## src/ssw_pkg.sv

```systemverilog
// Package for the supply supervisor and watchdog: constants, types, decode
// Function
// (RULE1) Decode strobe as low, high or middle
// (RULE2) Stuck strobe: brief reset, expiry flag low
// (RULE3) Middle strobe level disables the watchdog
// (RULE4) Every strobe transition restarts the timeout
// (RULE5) Warning low while sense below threshold
// (RULE6) Main below backup: warning held low
// (RULE7) Memory enable passes only with good supply
// (RULE8) Backup-active high while fed from backup
// (RULE9) Low-supply flag follows supply, no delay
// (RULE10) Active-high reset always inverts active-low reset
// (RULE11) Select high: internal; low: external timebase
// (RULE12) External timebase clock drives both delays
// (RULE13) Internal mode: timebase level picks short/long
// (RULE14) Expiry flag stays low until strobe transition
// (RULE15) Expiry flag high while strobe at middle
// (RULE16) Expiry flag forced high by low supply
// (RULE17) Reset held low while supply is low
// (RULE18) Release delay 50ms, dropout restarts it
// (RULE19) Host toggles strobe within each timeout
// (RULE20) Untoggled strobe repeats brief reset every timeout
// (RULE21) External timeouts: long 4096, short 1024 cycles; only the long 4096 is used
// (RULE22) Synchronise comparator and strobe inputs first
// (RULE23) Delays count ticks of the selected timebase
package ssw_pkg;

	localparam int CLK_PERIOD_NS = 10;
	localparam int TICK_NS = 1000000;
	localparam int TICK_CYCLES_DEFAULT = TICK_NS / CLK_PERIOD_NS;
	localparam int TICK_MS = TICK_NS / 1000000;

	localparam int RESET_DELAY_MS = 50;
	localparam int RESET_DELAY_ALT_MS = 200;
	localparam int WD_LONG_MS = 1600;
	localparam int WD_SHORT_MS = 100;

	localparam int CNT_W = 16;
	localparam int TICK_W = 24;
	localparam logic [CNT_W-1:0] RESET_TICKS = CNT_W'(RESET_DELAY_MS / TICK_MS);
	localparam logic [CNT_W-1:0] RESET_ALT_TICKS = CNT_W'(RESET_DELAY_ALT_MS / TICK_MS);
	localparam logic [CNT_W-1:0] WD_LONG_TICKS = CNT_W'(WD_LONG_MS / TICK_MS);
	localparam logic [CNT_W-1:0] WD_SHORT_TICKS = CNT_W'(WD_SHORT_MS / TICK_MS);
	localparam logic [CNT_W-1:0] EXT_WD_LONG_CYCLES = 16'h1000;
	localparam logic [CNT_W-1:0] EXT_WD_SHORT_CYCLES = 16'h0400;
	localparam logic [CNT_W-1:0] EXT_RESET_CYCLES_DEFAULT = 16'h00C8;

	typedef struct packed {
		logic above_high;
		logic below_low;
	} ssw_strobe_t;

	typedef struct packed {
		logic supply_ok;
		logic backup_higher;
		logic pf_above;
		ssw_strobe_t strobe;
		logic tb_sel;
		logic tb_in;
	} ssw_in_t;

	typedef enum logic [1:0] {LVL_LOW, LVL_HIGH, LVL_MID} ssw_lvl_t;
	typedef enum logic [1:0] {ST_HOLD, ST_DELAY, ST_RUN, ST_REBOOT} ssw_state_t;

	localparam ssw_in_t SYNC_RESET = '0;
	localparam logic RESET_N_RESET = 1'b0;
	localparam logic LOW_SUPPLY_N_RESET = 1'b0;
	localparam logic EXPIRED_N_RESET = 1'b1;
	localparam logic PF_WARN_N_RESET = 1'b0;
	localparam logic CE_OUT_N_RESET = 1'b1;
	localparam logic BACKUP_RESET = 1'b0;

	function automatic ssw_lvl_t ssw_decode_strobe(input ssw_strobe_t s);
		if (s.below_low && !s.above_high) begin
			return LVL_LOW;
		end else if (s.above_high && !s.below_low) begin
			return LVL_HIGH;
		end
		return LVL_MID;
	endfunction : ssw_decode_strobe

endpackage : ssw_pkg

```

## src/ssw_supervisor.sv

```systemverilog
// Supply supervisor with power-on reset delay, watchdog and supply flags
`timescale 1ns/1ps
module ssw_supervisor
	import ssw_pkg::*;
#(
	parameter int TICK_CYCLES = TICK_CYCLES_DEFAULT,
	parameter bit USE_ALT_RESET = 1'b0,
	parameter logic [CNT_W-1:0] EXT_RESET_CYCLES = EXT_RESET_CYCLES_DEFAULT
) (
	input wire logic sys_clk,
	input wire logic rst_n,
	input wire logic supply_ok,
	input wire logic backup_higher,
	input wire logic powerfail_sense_in,
	input wire ssw_strobe_t watchdog_strobe_in,
	input wire logic timebase_select,
	input wire logic timebase_input,
	input wire logic chip_enable_in_n,
	output logic reset_n,
	output logic reset,
	output logic watchdog_expired_n,
	output logic powerfail_warn_n,
	output logic chip_enable_out_n,
	output logic backup_active,
	output logic low_supply_n
);

	ssw_in_t raw;
	ssw_in_t sync1;
	ssw_in_t sync2;
	logic tb_prev;
	logic ext_sel;
	logic ext_rise;
	logic [TICK_W-1:0] tick_cnt;
	logic tick_int;
	logic tick;
	ssw_lvl_t lvl;
	ssw_lvl_t lvl_prev;
	logic wd_trans;
	logic wd_active;
	logic wd_fire;
	logic [CNT_W-1:0] wd_cnt;
	logic [CNT_W-1:0] wd_lim;
	logic [CNT_W-1:0] dly_cnt;
	logic [CNT_W-1:0] dly_lim;
	logic dly_done;
	ssw_state_t state;
	ssw_state_t next_state;
	logic next_reset_n;

	assign raw = '{supply_ok: supply_ok, backup_higher: backup_higher,
		pf_above: powerfail_sense_in, strobe: watchdog_strobe_in,
		tb_sel: timebase_select, tb_in: timebase_input};

	// Two-stage synchroniser; stage one feeds stage two only
	always_ff @(posedge sys_clk or negedge rst_n) begin
		if (!rst_n) begin
			sync1 <= SYNC_RESET;
			sync2 <= SYNC_RESET;
		end else begin
			sync1 <= raw; // [RULE22]
			sync2 <= sync1; // [RULE22]
		end
	end

	// Timebase: internal divider or edges of the external clock
	assign ext_sel = !sync2.tb_sel; // [RULE11]
	assign ext_rise = sync2.tb_in && !tb_prev;
	assign tick_int = (tick_cnt == TICK_W'(TICK_CYCLES - 1));
	assign tick = ext_sel ? ext_rise : tick_int; // [RULE12] [RULE23]

	always_ff @(posedge sys_clk or negedge rst_n) begin
		if (!rst_n) begin
			tb_prev <= 1'b0;
		end else begin
			tb_prev <= sync2.tb_in;
		end
	end

	always_ff @(posedge sys_clk or negedge rst_n) begin
		if (!rst_n) begin
			tick_cnt <= '0;
		end else if (tick_int) begin
			tick_cnt <= '0;
		end else begin
			tick_cnt <= tick_cnt + 1'b1;
		end
	end

	// Timeout and delay limits per timebase
	always_comb begin
		if (ext_sel) begin
			wd_lim = EXT_WD_LONG_CYCLES; // [RULE21]
			dly_lim = EXT_RESET_CYCLES;
		end else begin
			wd_lim = sync2.tb_in ? WD_LONG_TICKS : WD_SHORT_TICKS; // [RULE13]
			dly_lim = USE_ALT_RESET ? RESET_ALT_TICKS : RESET_TICKS; // [RULE18]
		end
	end

	// Short external timeout is not selectable without a second pin; long is kept
	assign lvl = ssw_decode_strobe(sync2.strobe); // [RULE1]
	assign wd_trans = (lvl != lvl_prev); // [RULE4]
	assign wd_active = (lvl != LVL_MID) && sync2.supply_ok; // [RULE3]
	assign wd_fire = wd_active && !wd_trans && tick && (wd_cnt >= wd_lim - 1'b1); // [RULE2]

	always_ff @(posedge sys_clk or negedge rst_n) begin
		if (!rst_n) begin
			lvl_prev <= LVL_MID;
		end else begin
			lvl_prev <= lvl;
		end
	end

	// Counter wraps at expiry so resets repeat while the strobe is stuck
	always_ff @(posedge sys_clk or negedge rst_n) begin
		if (!rst_n) begin
			wd_cnt <= '0;
		end else if (!wd_active || wd_trans || wd_fire) begin
			wd_cnt <= '0; // [RULE4] [RULE20]
		end else if (tick) begin
			wd_cnt <= wd_cnt + 1'b1; // [RULE23]
		end
	end

	// Clearing causes win: a transition suppresses the fire in that cycle
	always_ff @(posedge sys_clk or negedge rst_n) begin
		if (!rst_n) begin
			watchdog_expired_n <= EXPIRED_N_RESET;
		end else if (!sync2.supply_ok) begin
			watchdog_expired_n <= 1'b1; // [RULE16]
		end else if (lvl == LVL_MID || wd_trans) begin
			watchdog_expired_n <= 1'b1; // [RULE14] [RULE15]
		end else if (wd_fire) begin
			watchdog_expired_n <= 1'b0; // [RULE2]
		end
	end

	// Reset sequencing
	assign dly_done = tick && (dly_cnt >= dly_lim - 1'b1);

	always_comb begin
		next_state = state;
		unique case (state)
			ST_HOLD: begin
				if (sync2.supply_ok) begin
					next_state = ST_DELAY;
				end
			end
			ST_DELAY: begin
				if (!sync2.supply_ok) begin
					next_state = ST_HOLD; // [RULE18]
				end else if (dly_done) begin
					next_state = ST_RUN; // [RULE18]
				end
			end
			ST_RUN: begin
				if (!sync2.supply_ok) begin
					next_state = ST_HOLD; // [RULE17]
				end else if (wd_fire) begin
					next_state = ST_REBOOT; // [RULE2] [RULE20]
				end
			end
			ST_REBOOT: begin
				if (!sync2.supply_ok) begin
					next_state = ST_HOLD;
				end else if (dly_done) begin
					next_state = ST_RUN;
				end
			end
		endcase
	end

	assign next_reset_n = (next_state == ST_RUN); // [RULE17]

	always_ff @(posedge sys_clk or negedge rst_n) begin
		if (!rst_n) begin
			state <= ST_HOLD;
		end else begin
			state <= next_state;
		end
	end

	always_ff @(posedge sys_clk or negedge rst_n) begin
		if (!rst_n) begin
			dly_cnt <= '0;
		end else if (next_state != state || state == ST_HOLD || state == ST_RUN) begin
			dly_cnt <= '0; // [RULE18]
		end else if (tick) begin
			dly_cnt <= dly_cnt + 1'b1; // [RULE23]
		end
	end

	// Both reset polarities from one next value keep them exact inverses
	always_ff @(posedge sys_clk or negedge rst_n) begin
		if (!rst_n) begin
			reset_n <= RESET_N_RESET;
			reset <= !RESET_N_RESET;
		end else begin
			reset_n <= next_reset_n;
			reset <= !next_reset_n; // [RULE10]
		end
	end

	// Supply flags and gating
	always_ff @(posedge sys_clk or negedge rst_n) begin
		if (!rst_n) begin
			low_supply_n <= LOW_SUPPLY_N_RESET;
			powerfail_warn_n <= PF_WARN_N_RESET;
			chip_enable_out_n <= CE_OUT_N_RESET;
			backup_active <= BACKUP_RESET;
		end else begin
			low_supply_n <= sync2.supply_ok; // [RULE9]
			powerfail_warn_n <= sync2.pf_above && !sync2.backup_higher; // [RULE5] [RULE6]
			chip_enable_out_n <= chip_enable_in_n || !sync2.supply_ok
				|| sync2.backup_higher; // [RULE7]
			backup_active <= sync2.backup_higher; // [RULE8]
		end
	end
endmodule : ssw_supervisor

```

## config.mk

```make
export PLATFORM = sky130hd
export DESIGN_NAME = ssw_supervisor
export DESIGN_NICKNAME = d
export VERILOG_FILES = /design/src/ssw_pkg.sv /design/src/ssw_supervisor.sv
export SDC_FILE = /design/constraint.sdc
export NUM_CORES = 1
export LEC_CHECK = 0
export BUFFER_PORTS_ARGS = -buffer_cell sky130_fd_sc_hd__clkbuf_2
export CORE_ASPECT_RATIO = 1.2
export CORE_MARGIN = 1.5
export CORE_UTILIZATION = 44
export DETAILED_ROUTE_END_ITERATION = 10
export PLACE_DENSITY = 0.56
export SYNTH_ARGS = -nofsm -noshare
export SYNTH_HDL_FRONTEND = slang
export SYNTH_SLANG_ARGS = --single-unit
```

## constraint.sdc

```tcl
create_clock -name sys_clk -period 4.05 [get_ports sys_clk]
set_input_delay 0.2025 -clock sys_clk [delete_from_list [all_inputs] [get_ports sys_clk]]
set_output_delay 0.2025 -clock sys_clk [all_outputs]
set_load 0.01 [all_outputs]
```

---- Word level (Yosys, flattened, before mapping) ----
Index checks and enable logic that the tools add are counted.
operators by class
  add/sub/neg operators ................... 5
  $lt $le $gt $ge ......................... 2
  equal/unequal tests ..................... 10
  muxes and demuxes ....................... 23
  reduce and logical (&&, ||, !) cells .... 28
operators with widths
  cell                                                number
  two-way mux 16 bit                                  4
  adder 16 x 1 -> 16 bit, second input constant       2
  greater-or-equal comparator 16 bit                  2
  subtractor 16 x 1 -> 16 bit, second input constant  2
  adder 24 x 1 -> 24 bit, second input constant       1
  == test 24 x 17 -> 1 bit, second input constant     1
  two-way mux 24 bit                                  1
  two-way mux 2 bit                                   8
  two-way mux 13 bit                                  1
  two-way mux 11 bit                                  1
  logical AND 1 bit                                   9
  == test 2 bit, second input constant                4
  logical NOT 1 bit                                   8
  two-way mux 8 bit                                   1
  logical OR 1 bit                                    7
  two-way mux 1 bit                                   6
  case mux 2 bit (3 select lines)                     1
  != test 2 bit                                       2
  nonzero test 2 bit                                  2
  != test 3 x 1 -> 1 bit, second input constant       1
  == test 2 x 1 -> 1 bit, second input constant       1
  logical NOT 2 bit                                   1
  != test 2 bit, second input constant                1
  OR reduction 2 bit                                  1
storage, ports and cells
  register bits ........................... 82
  output and inout port bits .............. 7
  logic and storage cells ................. 95

---- Depth between registers and ports, before layout ----
Gate-level depths: netlist of the first run.
  depth after elaboration ................. 17
  gate-level depth with buffers ........... 10
  mapped depth without buffers ............ 9

---- Least setup slack after synthesis of the first run ----
No wires, ideal clock.
  path type ............................... reg-to-reg
  from .................................... reg tick_cnt[11]
  to ...................................... reg dly_cnt[13]
  library setup time ...................... 0.119 ns
  arrival ................................. 2.245 ns
  required time ........................... 3.931 ns
  setup slack ............................. 1.686 ns
  stages on the path, launching flop included .. 8
  path buffers ............................ 1
  period minus slack after synthesis ...... 2.364 ns
  cells stage by stage .................... dfrtp_1 or4_1 or2_1 or4_4 a32oi_1 nand3b_1 buf_4 nor2_1
between the ends
  word-level cells in the longest chain between the ends .. 11
ends and longest elaborated chain
  item                                                      RTL line               RTL
  from (decl)                                               ssw_supervisor.sv:34   logic [TICK_W-1:0] tick_cnt;
  from (signal assigned)                                    ssw_supervisor.sv:86   tick_cnt <= tick_cnt + 1'b1;
  == test 24 x 17 -> 1 bit *                                ssw_supervisor.sv:69   assign tick_int = (tick_cnt == TICK_W'(TICK_CYCLES - 1));
  two-way mux 1 bit *                                       ssw_supervisor.sv:70   assign tick = ext_sel ? ext_rise : tick_int;
  logical AND 1 bit (2 in series)                           ssw_supervisor.sv:105  assign wd_fire = wd_active && !wd_trans && tick && (wd_cnt >= wd_lim - 1'b1);
  two-way mux 2 bit                                         ssw_supervisor.sv:160  end else if (wd_fire) begin
  two-way mux 2 bit                                         ssw_supervisor.sv:158  if (!sync2.supply_ok) begin
  case mux 2 bit (3 select lines)                           ssw_supervisor.sv:144  unique case (state)
  != test 2 bit                                             ssw_supervisor.sv:187  end else if (next_state != state || state == ST_HOLD || state == ST_RUN) begin
  logical OR 1 bit (2 in series)                            ssw_supervisor.sv:187
  two-way mux 16 bit or nonzero test 2 bit (tied branches)  -
  to (signal assigned)                                      ssw_supervisor.sv:190  dly_cnt <= dly_cnt + 1'b1;
  to (decl)                                                 ssw_supervisor.sv:44   logic [CNT_W-1:0] dly_cnt;
Mark *: on every way between the ends. The rest lies on a longest branch, timed or not.
A chain may end at the register's enable or synchronous reset.

---- Worst setup path in the final report of the first run ----
  from .................................... reg sync2[1] (netlist bit)
  to ...................................... reg wd_cnt[1]
between the ends
  word-level cells in the longest chain between the ends .. 6
ends and longest elaborated chain
  item                                                      RTL line               RTL
  from (decl)                                               ssw_supervisor.sv:30   ssw_in_t sync2;
  from (signal assigned)                                    ssw_supervisor.sv:62   sync2 <= sync1;
  two-way mux 13 bit                                        ssw_supervisor.sv:92   if (ext_sel) begin
  subtractor 16 x 1 -> 16 bit                               ssw_supervisor.sv:105
  greater-or-equal comparator 16 bit                        ssw_supervisor.sv:105
  logical AND 1 bit                                         ssw_supervisor.sv:105
  logical OR 1 bit                                          ssw_supervisor.sv:119  end else if (!wd_active || wd_trans || wd_fire) begin
  two-way mux 16 bit or nonzero test 2 bit (tied branches)  -
  to (signal assigned)                                      ssw_supervisor.sv:122  wd_cnt <= wd_cnt + 1'b1;
  to (decl)                                                 ssw_supervisor.sv:42   logic [CNT_W-1:0] wd_cnt;
Several ways; a longest one is shown, not always the timed one.

==> results of run 1 <==
## Yosys cell counts (3+ instances only)
library cell / count / area, sq um
o21a_1: 3 / 22.5
xor2_1: 20 / 175
and3_1: 13 / 81.3
and2_1: 5 / 31.3
or4_1: 3 / 22.5
a211oi_2: 3 / 37.5
or3_1: 6 / 37.5
o21ai_0: 15 / 75.1
o2111ai_1: 4 / 35.0
nor3_1: 6 / 30.0
dfrtp_1: 78 / 1950
clkbuf_1: 4 / 15.0
and4_1: 3 / 26.3
o211ai_1: 3 / 22.5
xnor2_1: 23 / 201
dfstp_2: 4 / 105
nor2_1: 45 / 169
nand3_1: 21 / 105
inv_1: 11 / 41.3
nand2_1: 28 / 105
a21oi_1: 19 / 95.1
ha_1: 23 / 288
nor4_1: 4 / 25.0
nand4_1: 13 / 81.3
## layer usage
| layer | vias up | wire [um] | share of wire | global-route usage |
|---|---|---|---|---|
| li1 | 1411 | - | - | - |
| met1 | 1363 | 3710 | 0.49 | 0.230 |
| met2 | 35 | 3570 | 0.47 | 0.280 |
| met3 | 11 | 189 | 0.025 | 0.0362 |
| met4 | 0 | 152 | 0.020 | 0.0726 |
| met5 | - | 0 | 0 | 0 |
## per-stage QoR
step | worst slack, ps | hold slack, ps | power (mW)
final | 1160 | 6.63 | 1.46
after global routing | 920 | 21.0 | 1.52
after CTS | 1180 | 8.42 | 1.48
after detailed placement | 1240 | 312 | 0.907
after global placement | 1210 | 312 | 0.906
after floorplan | 1690 | -93.1 | 0.877
## flip-flops by register name, summed over array words and instances (netlist names)
signal / cells
backup_active: 1
chip_enable_out_n: 1
dly_cnt: 16
low_supply_n: 1
lvl_prev: 2
powerfail_warn_n: 1
reset: 1
reset_n: 1
state: 2
sync1: 7
sync2: 7
tb_prev: 1
tick_cnt: 24
watchdog_expired_n: 1
wd_cnt: 16
## where the power goes
group / internal, mW / switching, mW
clock: 0.231 / 0.330
sequential: 0.831 / 0.00708
combinational: 0.0181 / 0.0387
total: 1.08 / 0.376
## worst max-delay path, stage by stage, from the launching register on
cell,delay [ps]
dfrtp_1,600
inv_1,210
nor2_1,380
ha_1,320
a21oi_1,160
nor2_1,60
a211oi_1,220
o211ai_1,220
or3b_2,500
a21oi_1,150
## cell type report
type                            count  area [sq um]
Clock inverter                      7          58.8
Sequential cell                    82          2060
Clock buffer                        9           124
Inverter                           11          41.3
Timing Repair Buffer               25           168
Fill cell                         809          4220
Tap cell                          117           146
Multi-Input combinational cell    285          1840
## repair_timing
item                      CTS  global route
hold endpoints to repair    7             0
hold buffers                7             0
resized for setup           0             0
## cell families after synthesis
logic type | Yosys count
adders and majority gates | 23
AOI/OAI and AO/OA | 58
and+or+nand+nor | 157
DFF | 82
other | 1
buffers and inverters | 20
xor gates and xnor gates | 43
## how the worst min path moves through the flow
stage | startpoint | depth (start not counted) | to | slack, ps
floorplan | rst_n | 0 | backup_active | -90
CTS | chip_enable_in_n | 3 | chip_enable_out_n | 8
global placement | watchdog_strobe_in[0] | 1 | sync1[2] | 310
global route | chip_enable_in_n | 3 | chip_enable_out_n | 20
detailed placement | backup_higher | 1 | sync1[5] | 310
finish | rst_n | 1 | wd_cnt[12] | 7
==> flow_summary.yaml, run 1 <==
outcome:
  status: "completed"
global_routing:
  grt_max_degree: 83
  gr-total-overflow: 0
  grt_pass1_wl_um: 13200
  antenna_found_initial: 0
  grt_use_total: 0.174
  grt_pass1_vias: 2730
worst_setup_path:
  path_max_fanout: 10
  crit_type: "reg -> reg"
  cp-end-kind: "register"
  cp_data_arrival_time_ps: 3180
  cp-endpoint: "wd_cnt[1]"
  r2r_start: "sync2[1]"
  cp-start-kind: "register"
  r2r-end: "wd_cnt[1]"
  r2r_cells: 9
  ff2ff_setup_slack_ps: 1160
  critPathLaunch: "sync2[1]"
  worstPathRequired_ps: 4340
yosys:
  yosysWarnings: 0
  ys_seq_area_frac: 0.517
  synth_edf_count: 0
  synth_area_sq_um: 3980
  netlist_instances: 384
  synthAdderAreaFrac: 0.0723
  synth-async-reset-ratio: 1.00
  synth.area.mux_share: 0
  synth_flop_cell: "dfrtp_1"
  synthXorXnorAreaFrac: 0.0947
  yosys.area_share.simple: 0.199
  synth-seq-cells: 82
  synth_top_family_by_area: "simple AND/OR/NAND/NOR gates"
  synth-compound-area-share: 0.0937
  synth_cell_type_count: 46
  syn_avg_cell_area_sq_um: 10.4
sta:
  fin_skew_ps: 15.1
  timing.slew.headroom: 0.265
  setup_tns_ps: 0
  setup_viol: 0
  worst_slew_pin_slew_ps: 1090
  drv_slew: 0
  rsz0062_at_grt: "no"
  fmax_mhz: 346
  fin_crit_sh: 0.714
  hold_viol_final: 0
  period_needed_ps: 2890
route:
  routedWlPerCell_um: 14.2
  vias: 2820
  dr.pass1.iters: 4
  ant_nets: 0
  totalWireLength_um: 7620
  drc: 0
  drtIter0Drc: 117
  via_per_inst: 5.26
pwr:
  vdd.ir_drop.worst_uv: 217
  power_leakage_nw: 1.95
  cellPowerDensity_nw_per_um2: 328
floorplanning:
  rows: 37
  die_h_um: 107
  chipWidth_um: 89.8
  core_sq_um: 8660
  dieArea_sq_um: 9620
  start_util: 0.459
  io-pin-count: 17
placement:
  dp_hpwl_um: 5040
  placed_cells: 513
  place_congestion: 0.793
  portBuffers: 16
  dpl_cell_area_sq_um: 4190
final_layout:
  area_growth_pct: 11.6
  final_util: 0.513
  layout_commonest_cell: "dfrtp_1"
  mostFrequentLayoutCells: "dfrtp_1 (78), nor2_1 (45), nand2_1 (28), xnor2_1 (23), ha_1 (23)"
  layout-drive-gt1-share: 0.105
  num_antenna_cells: 0
  nets: 447
  stdcell_count: 536
  stdcell_area_sq_um: 4440
clock_tree:
  cts_setup_buffers: 0
  clk_pin_slew_worst_paths_ps: 100
  cts_tree: "built"
  clk_latency_ps: 360
  clock-sinks: 82
  htree_levels: 3
  cts_buffer_depth: 2
  cts_root_buf: "clkbuf_8"
  numCtsBuffers: 9
min_path:
  min_path_type: "in -> async"
job:
  drv_cap: 0
Note: power is estimated with default switching activity, not from simulation.
==> run 2: changes to the inputs <==
--- a/config.mk
+++ b/config.mk
@@ -5,12 +5,13 @@
 export SDC_FILE = /design/constraint.sdc
 export NUM_CORES = 1
 export LEC_CHECK = 0
+export ABC_AREA = 1
 export BUFFER_PORTS_ARGS = -buffer_cell sky130_fd_sc_hd__clkbuf_2
 export CORE_ASPECT_RATIO = 1.2
 export CORE_MARGIN = 1.5
 export CORE_UTILIZATION = 44
 export DETAILED_ROUTE_END_ITERATION = 10
-export PLACE_DENSITY = 0.56
+export PLACE_DENSITY = 0.58
 export SYNTH_ARGS = -nofsm -noshare
 export SYNTH_HDL_FRONTEND = slang
 export SYNTH_SLANG_ARGS = --single-unit
==> constraint.sdc (replaced) <==
create_clock -name sys_clk -period 2.4 [get_ports sys_clk]
set_input_delay 0.12 -clock sys_clk [delete_from_list [all_inputs] [get_ports sys_clk]]
set_output_delay 0.12 -clock sys_clk [all_outputs]
set_load 0.01 [all_outputs]
==> flow_summary.yaml, run 2 <==
placement:
  dpl_cell_area_sq_um: 4810
  portBuffers: 16
  place_congestion: 0.876
  placed_cells: 683
  dp_slack_ps: 193
  dp_hpwl_um: 6640
floorplanning:
  chipWidth_um: 96.1
  dieArea_sq_um: 11000
  io-pin-count: 17
  start_util: 0.455
  rows: 40
  die_h_um: 115
  core_sq_um: 10100
clock_tree:
  clk_pin_slew_worst_paths_ps: 60
  cts_tree: "built"
  clk_latency_ps: 340
  clock-sinks: 82
  htree_levels: 3
  numCtsBuffers: 9
  cts_root_buf: "clkbuf_16"
  cts_setup_buffers: 0
  cts_buffer_depth: 2
global_routing:
  grt_pass1_vias: 3503
  grt_use_total: 0.188
  grt_max_degree: 83
  antenna_found_initial: 0
  grt_pass1_wl_um: 15900
  gr-total-overflow: 0
final_layout:
  stdcell_area_sq_um: 5190
  layout_commonest_cell: "nand2_1"
  mostFrequentLayoutCells: "nand2_1 (107), inv_1 (93), dfrtp_1 (78), nor2_1 (44), xor2_1 (33)"
  nFillCells: 963
  largest_reg_flops: 24
  num_antenna_cells: 0
  layout-drive-gt1-share: 0.127
  final_util: 0.516
  stdcell_count: 707
  area_growth_pct: 13.4
  largest_register: "tick_cnt"
  reg_top3: "tick_cnt: 24 flops, dly_cnt: 16 flops, wd_cnt: 16 flops"
  nets: 609
yosys:
  netlist_instances: 539
  synth_cell_type_count: 38
  synthTopCellsByCount: "nand2_1 (107), inv_1 (93), dfrtp_1 (78)"
  synth_flop_cell: "dfrtp_1"
  syn_avg_cell_area_sq_um: 8.49
  synth_area_sq_um: 4570
  synth-seq-cells: 82
  yosysWarnings: 0
  yosysTopAreaCell: "dfrtp_1"
  ys_seq_area_frac: 0.450
  yosysMostFrequentCell: "nand2_1"
  synthTopCellsByArea: "dfrtp_1 (43%), nand2_1 (8.8%), inv_1 (7.6%)"
  synth-async-reset-ratio: 1.00
  synth_edf_count: 0
  synth_top_area_share: 0.427
sta:
  fin_crit_sh: 0.885
  fin_skew_ps: 8.20
  drv_slew: 0
  layout_setup_ws_ps: 277
  setup_viol: 0
  timing.slew.headroom: 0.320
  worst_slew_pin_slew_ps: 1020
  period_needed_ps: 2120
  fmax_mhz: 471
  hold_viol_final: 56
  rsz0062_at_grt: "no"
  setup_tns_ps: 0
  hold_ws_ps: -76.6
route:
  vias: 3481
  drtIter0Drc: 199
  totalWireLength_um: 9070
  ant_nets: 0
  drc: 0
  dr.pass1.iters: 4
  via_per_inst: 4.92
  routedWlPerCell_um: 12.8
pwr:
  vdd.ir_drop.worst_uv: 421
  cellPowerDensity_nw_per_um2: 578
  power_leakage_nw: 2.55
worst_setup_path:
  critPathBufInv: 3
  cp-start-kind: "register"
  worstPathRequired_ps: 2650
  cpPeakStageDelay_ps: 340
  cp-end-kind: "register"
  path_max_fanout: 8
  crit_family: "simple AND/OR/NAND/NOR gates"
  crit_type: "reg -> reg"
  slowest_stage: "dfrtp_1"
  cp_data_arrival_time_ps: 2380
  crit_top_cell: "nand2_1"
  path_cells: "inv_1 -> nor2_2 -> ha_1 -> nand2_1 -> nand2_1 -> nand2_1 -> nand2_1 -> a21oi_1 -> nand2_1 -> inv_1 -> buf_4 -> nand4_1 -> o21ai_0"
outcome:
  violations: "negative hold slack"
  status: "complete, but fails checks"
job:
  drv_cap: 0
min_path:
  min_path_type: "in -> async"
run 2: cell count changes after synthesis, sizes merged, moves of 6 or more:
cell,previous run,this run
nand2,28,117
inv,11,98
xnor2,23,4
and3,13,0
nor3,6,19
xor2,20,33
nand4,13,25
nor2,45,54
a21oi,20,14
nand3,21,27
run 2: worst paths after layout:
kind                               start  cells after the start            to  slack [ps]
worst max-delay path            sync2[1]                     13    wd_cnt[14]         280
worst min-delay path               rst_n                      1  tick_cnt[17]         -80
worst max register to register  sync2[1]                     13    wd_cnt[14]         280
worst min register to register  sync1[4]                      0      sync2[4]         350
max in group asynchronous          rst_n                      1  tick_cnt[22]        1780
min in group sys_clk            sync1[4]                      0      sync2[4]         350
run 2: metal layers:
metal | global-route usage | up-vias | wire, um
met2 | 0.316 | 41 | 4570
met1 | 0.233 | 1640 | 4100
met5 | 0 | - | 0
met3 | 0.0378 | 13 | 248
met4 | 0.0794 | 0 | 146
li1 | - | 1787 | -
run 2: kinds of logic (layout without fill, tap and decap cells):
logic type,count (synthesis),after routing,share of synthesized area
AO/OA/AOI/OAI,38,38,0.0501
XOR/XNOR,37,37,0.0708
adder cells (fa/ha/maj),23,23,0.0629
buffers and inverters,104,143,0.0922
flip-flops,82,82,0.450
multiplexers,1,1,0.00219
other,1,4,0.000820
AND/OR/NAND/NOR,253,253,0.271
run 2: layout make-up:
class / instances / area (sq um) / share of cell area
Clock buffer: 9 / 225 / 0.0434
Inverter: 98 / 373 / 0.0719
Sequential cell: 82 / 2060 / 0.396
Multi-Input combinational cell: 356 / 2110 / 0.407
Clock inverter: 7 / 66.3 / 0.0128
Timing Repair Buffer: 29 / 200 / 0.0386
Tap cell: 126 / 158 / 0.0304
run 2: power by group:
group	internal [mW]	switching (mW)
Sequential	1.41	0.0182
Combinational	0.0726	0.160
Clock	0.729	0.605
run 2: timing repair:
item / 4_1_cts / 5_1_grt
endpoints found under the hold margin: 8 / 0
gates resized for setup: 0 / 1
endpoints found under the setup margin: 0 / 11
hold buffers: 8 / 0
run 2: metrics by stage:
stage          power [mW]  hold slack [ps]
2_1_floorplan        1.62             -176
3_3_place_gp         1.68              229
3_5_place_dp         1.68              230
4_1_cts              3.05             5.11
5_1_grt              3.13             63.0
6_report             3.00            -76.6
==> run 3: changes to the inputs <==
==> constraint.sdc (replaced) <==
create_clock -name sys_clk -period 1.9 [get_ports sys_clk]
set_input_delay 0.095 -clock sys_clk [delete_from_list [all_inputs] [get_ports sys_clk]]
set_output_delay 0.095 -clock sys_clk [all_outputs]
set_load 0.01 [all_outputs]
==> flow_summary.yaml, run 3 (synthesis results as in run 2) <==
sta:
  drv_slew: 0
  period_needed_ps: 1930
  fmax_mhz: 519
  hold_viol_final: 0
  rsz0062_at_grt: "yes"
  setup_viol: 7
  fin_skew_ps: 6.21
  fin_crit_sh: 1.01
  layout_setup_ws_ps: -28.2
outcome:
  status: "complete, but fails checks"
  violations: "negative setup slack"
worst_setup_path:
  slowest_stage: "dfrtp_2"
  r2r_cells: 13
  cp_data_arrival_time_ps: 2200
  cp-end-kind: "register"
  crit_top_cell: "nand2_1"
  worstPathRequired_ps: 2170
  cp-start-kind: "register"
  cpPeakStageDelay_ps: 420
  path_max_fanout: 5
  crit_type: "reg -> reg"
  r2r_start: "sync2[1]"
  path_cells: "inv_2 -> nor2_4 -> ha_4 -> nand2_2 -> nand2_1 -> nand2_1 -> nand2_1 -> a21oi_2 -> nand2_1 -> inv_2 -> buf_6 -> nand4_1 -> o21ai_1"
  r2r-end: "wd_cnt[15]"
  ff2ff_setup_slack_ps: -30
pwr:
  vdd.ir_drop.worst_uv: 389
  p_seq_frac: 0.458
  pwr-share-comb: 0.092
  power_mw: 3.96
  cellPowerDensity_nw_per_um2: 698
  switching_share: 0.256
  power.internal_mw: 2.95
  pwr-share-clk: 0.451
  power_switching_mw: 1.02
  power_leakage_nw: 2.73
job:
  drv_cap: 0
global_routing:
  grt_max_degree: 38
  grt_pass1_vias: 3575
  grt_use_total: 0.193
  gr-total-overflow: 0
  grt_pass1_wl_um: 16400
  antenna_found_initial: 0
route:
  via_per_inst: 4.92
  dr.pass1.iters: 4
  drc: 0
  drtIter0Drc: 152
  routedWlPerCell_um: 13.1
  totalWireLength_um: 9730
  vias: 3652
  ant_nets: 0
clock_tree:
  clk_pin_slew_worst_paths_ps: 70
  cts_root_buf: "clkbuf_16"
  cts_tree: "built"
  htree_levels: 3
  clk_latency_ps: 350
  clock-sinks: 82
  cts_buffer_depth: 2
  numCtsBuffers: 9
placement:
  portBuffers: 16
  place_congestion: 0.839
  placed_cells: 712
  dp_hpwl_um: 7160
final_layout:
  reg_top3: "tick_cnt: 24 flops, dly_cnt: 16 flops, wd_cnt: 16 flops"
  area_growth_pct: 24.0
  layout_commonest_cell: "nand2_1"
  layout-drive-gt1-share: 0.226
  nets: 644
  mostFrequentLayoutCells: "nand2_1 (101), inv_1 (89), dfrtp_1 (77), nor2_1 (43), buf_4 (35)"
  num_antenna_cells: 0
  largest_reg_flops: 24
  largest_register: "tick_cnt"
  stdcell_count: 742
floorplanning:
  dieArea_sq_um: 11000
  core_sq_um: 10100
  io-pin-count: 17
  rows: 40
  start_util: 0.455
  die_h_um: 115
  chipWidth_um: 96.1
min_path:
  min_path_type: "in -> async"
-- run 3: layout make-up --
class                      count  area [sq um]
clock buffer                   9           225
sequential                    82          2060
timing repair buffer          64           493
inverter                      98           378
tap                          126           158
fill                         907          4390
multi-input combinational    356          2280
clock inverter                 7          76.3
-- run 3: power groups by stage --
stage / logic (mW) / registers (mW) / clock network, mW
floorplan: 0.208 / 1.84 / 0
global placement: 0.298 / 1.84 / 0
CTS: 0.326 / 1.81 / 1.82
global route: 0.404 / 1.82 / 1.89
detailed placement: 0.306 / 1.84 / 0
finish: 0.362 / 1.81 / 1.79
-- run 3: through the flow --
stage	utilization	instance area, sq um	hold WS [ps]	TNS, ps	setup WS (ps)
4_1_cts	0.544	5470	214	0	2.36
6_report	0.564	5670	211	-80.7	-28.2
5_1_grt	0.564	5670	258	-3310	-194
3_5_place_dp	0.502	5050	42.0	-408	-66.9
3_3_place_gp	0.502	5050	48.2	-85.5	-26.3
2_1_floorplan	-	4600	-201	0	17.6
-- run 3: routing by layer --
metal / wire [um] / GRT usage / vias to the layer above
li1: - / - / 1856
met1: 4350 / 0.245 / 1735
met2: 4960 / 0.321 / 52
met3: 318 / 0.0498 / 9
met4: 101 / 0.0578 / 0
met5: 0 / 0 / -
-- run 3: worst max-delay path by stage --
stage	depth (start not counted)	end	slack [ps]	startpoint
finish	13	wd_cnt[15]	-30	sync2[1]
global route	13	wd_cnt[15]	-190	sync2[1]
CTS	14	dly_cnt[8]	2	sync2[1]
detailed placement	13	dly_cnt[8]	-70	sync2[1]
global placement	12	wd_cnt[8]	-30	sync2[1]
floorplan	13	dly_cnt[7]	20	sync2[1]
-- run 3: critical path: cells and delay by family, from the launching register on --
kind | cells | cell delay, ps
AOI/OAI and AO/OA | 2 | 210
adders and majority gates | 1 | 250
DFF | 1 | 420
and+or+nand+nor | 7 | 620
buffers and inverters | 3 | 370
-- run 3: what timing repair did --
action,CTS,global route
gates cloned,0,0
hold buffers,9,0
buffers inserted,0,5
resized for setup,7,39
pin swaps,2,8
setup endpoints to repair,21,33
hold endpoints to repair,33,0
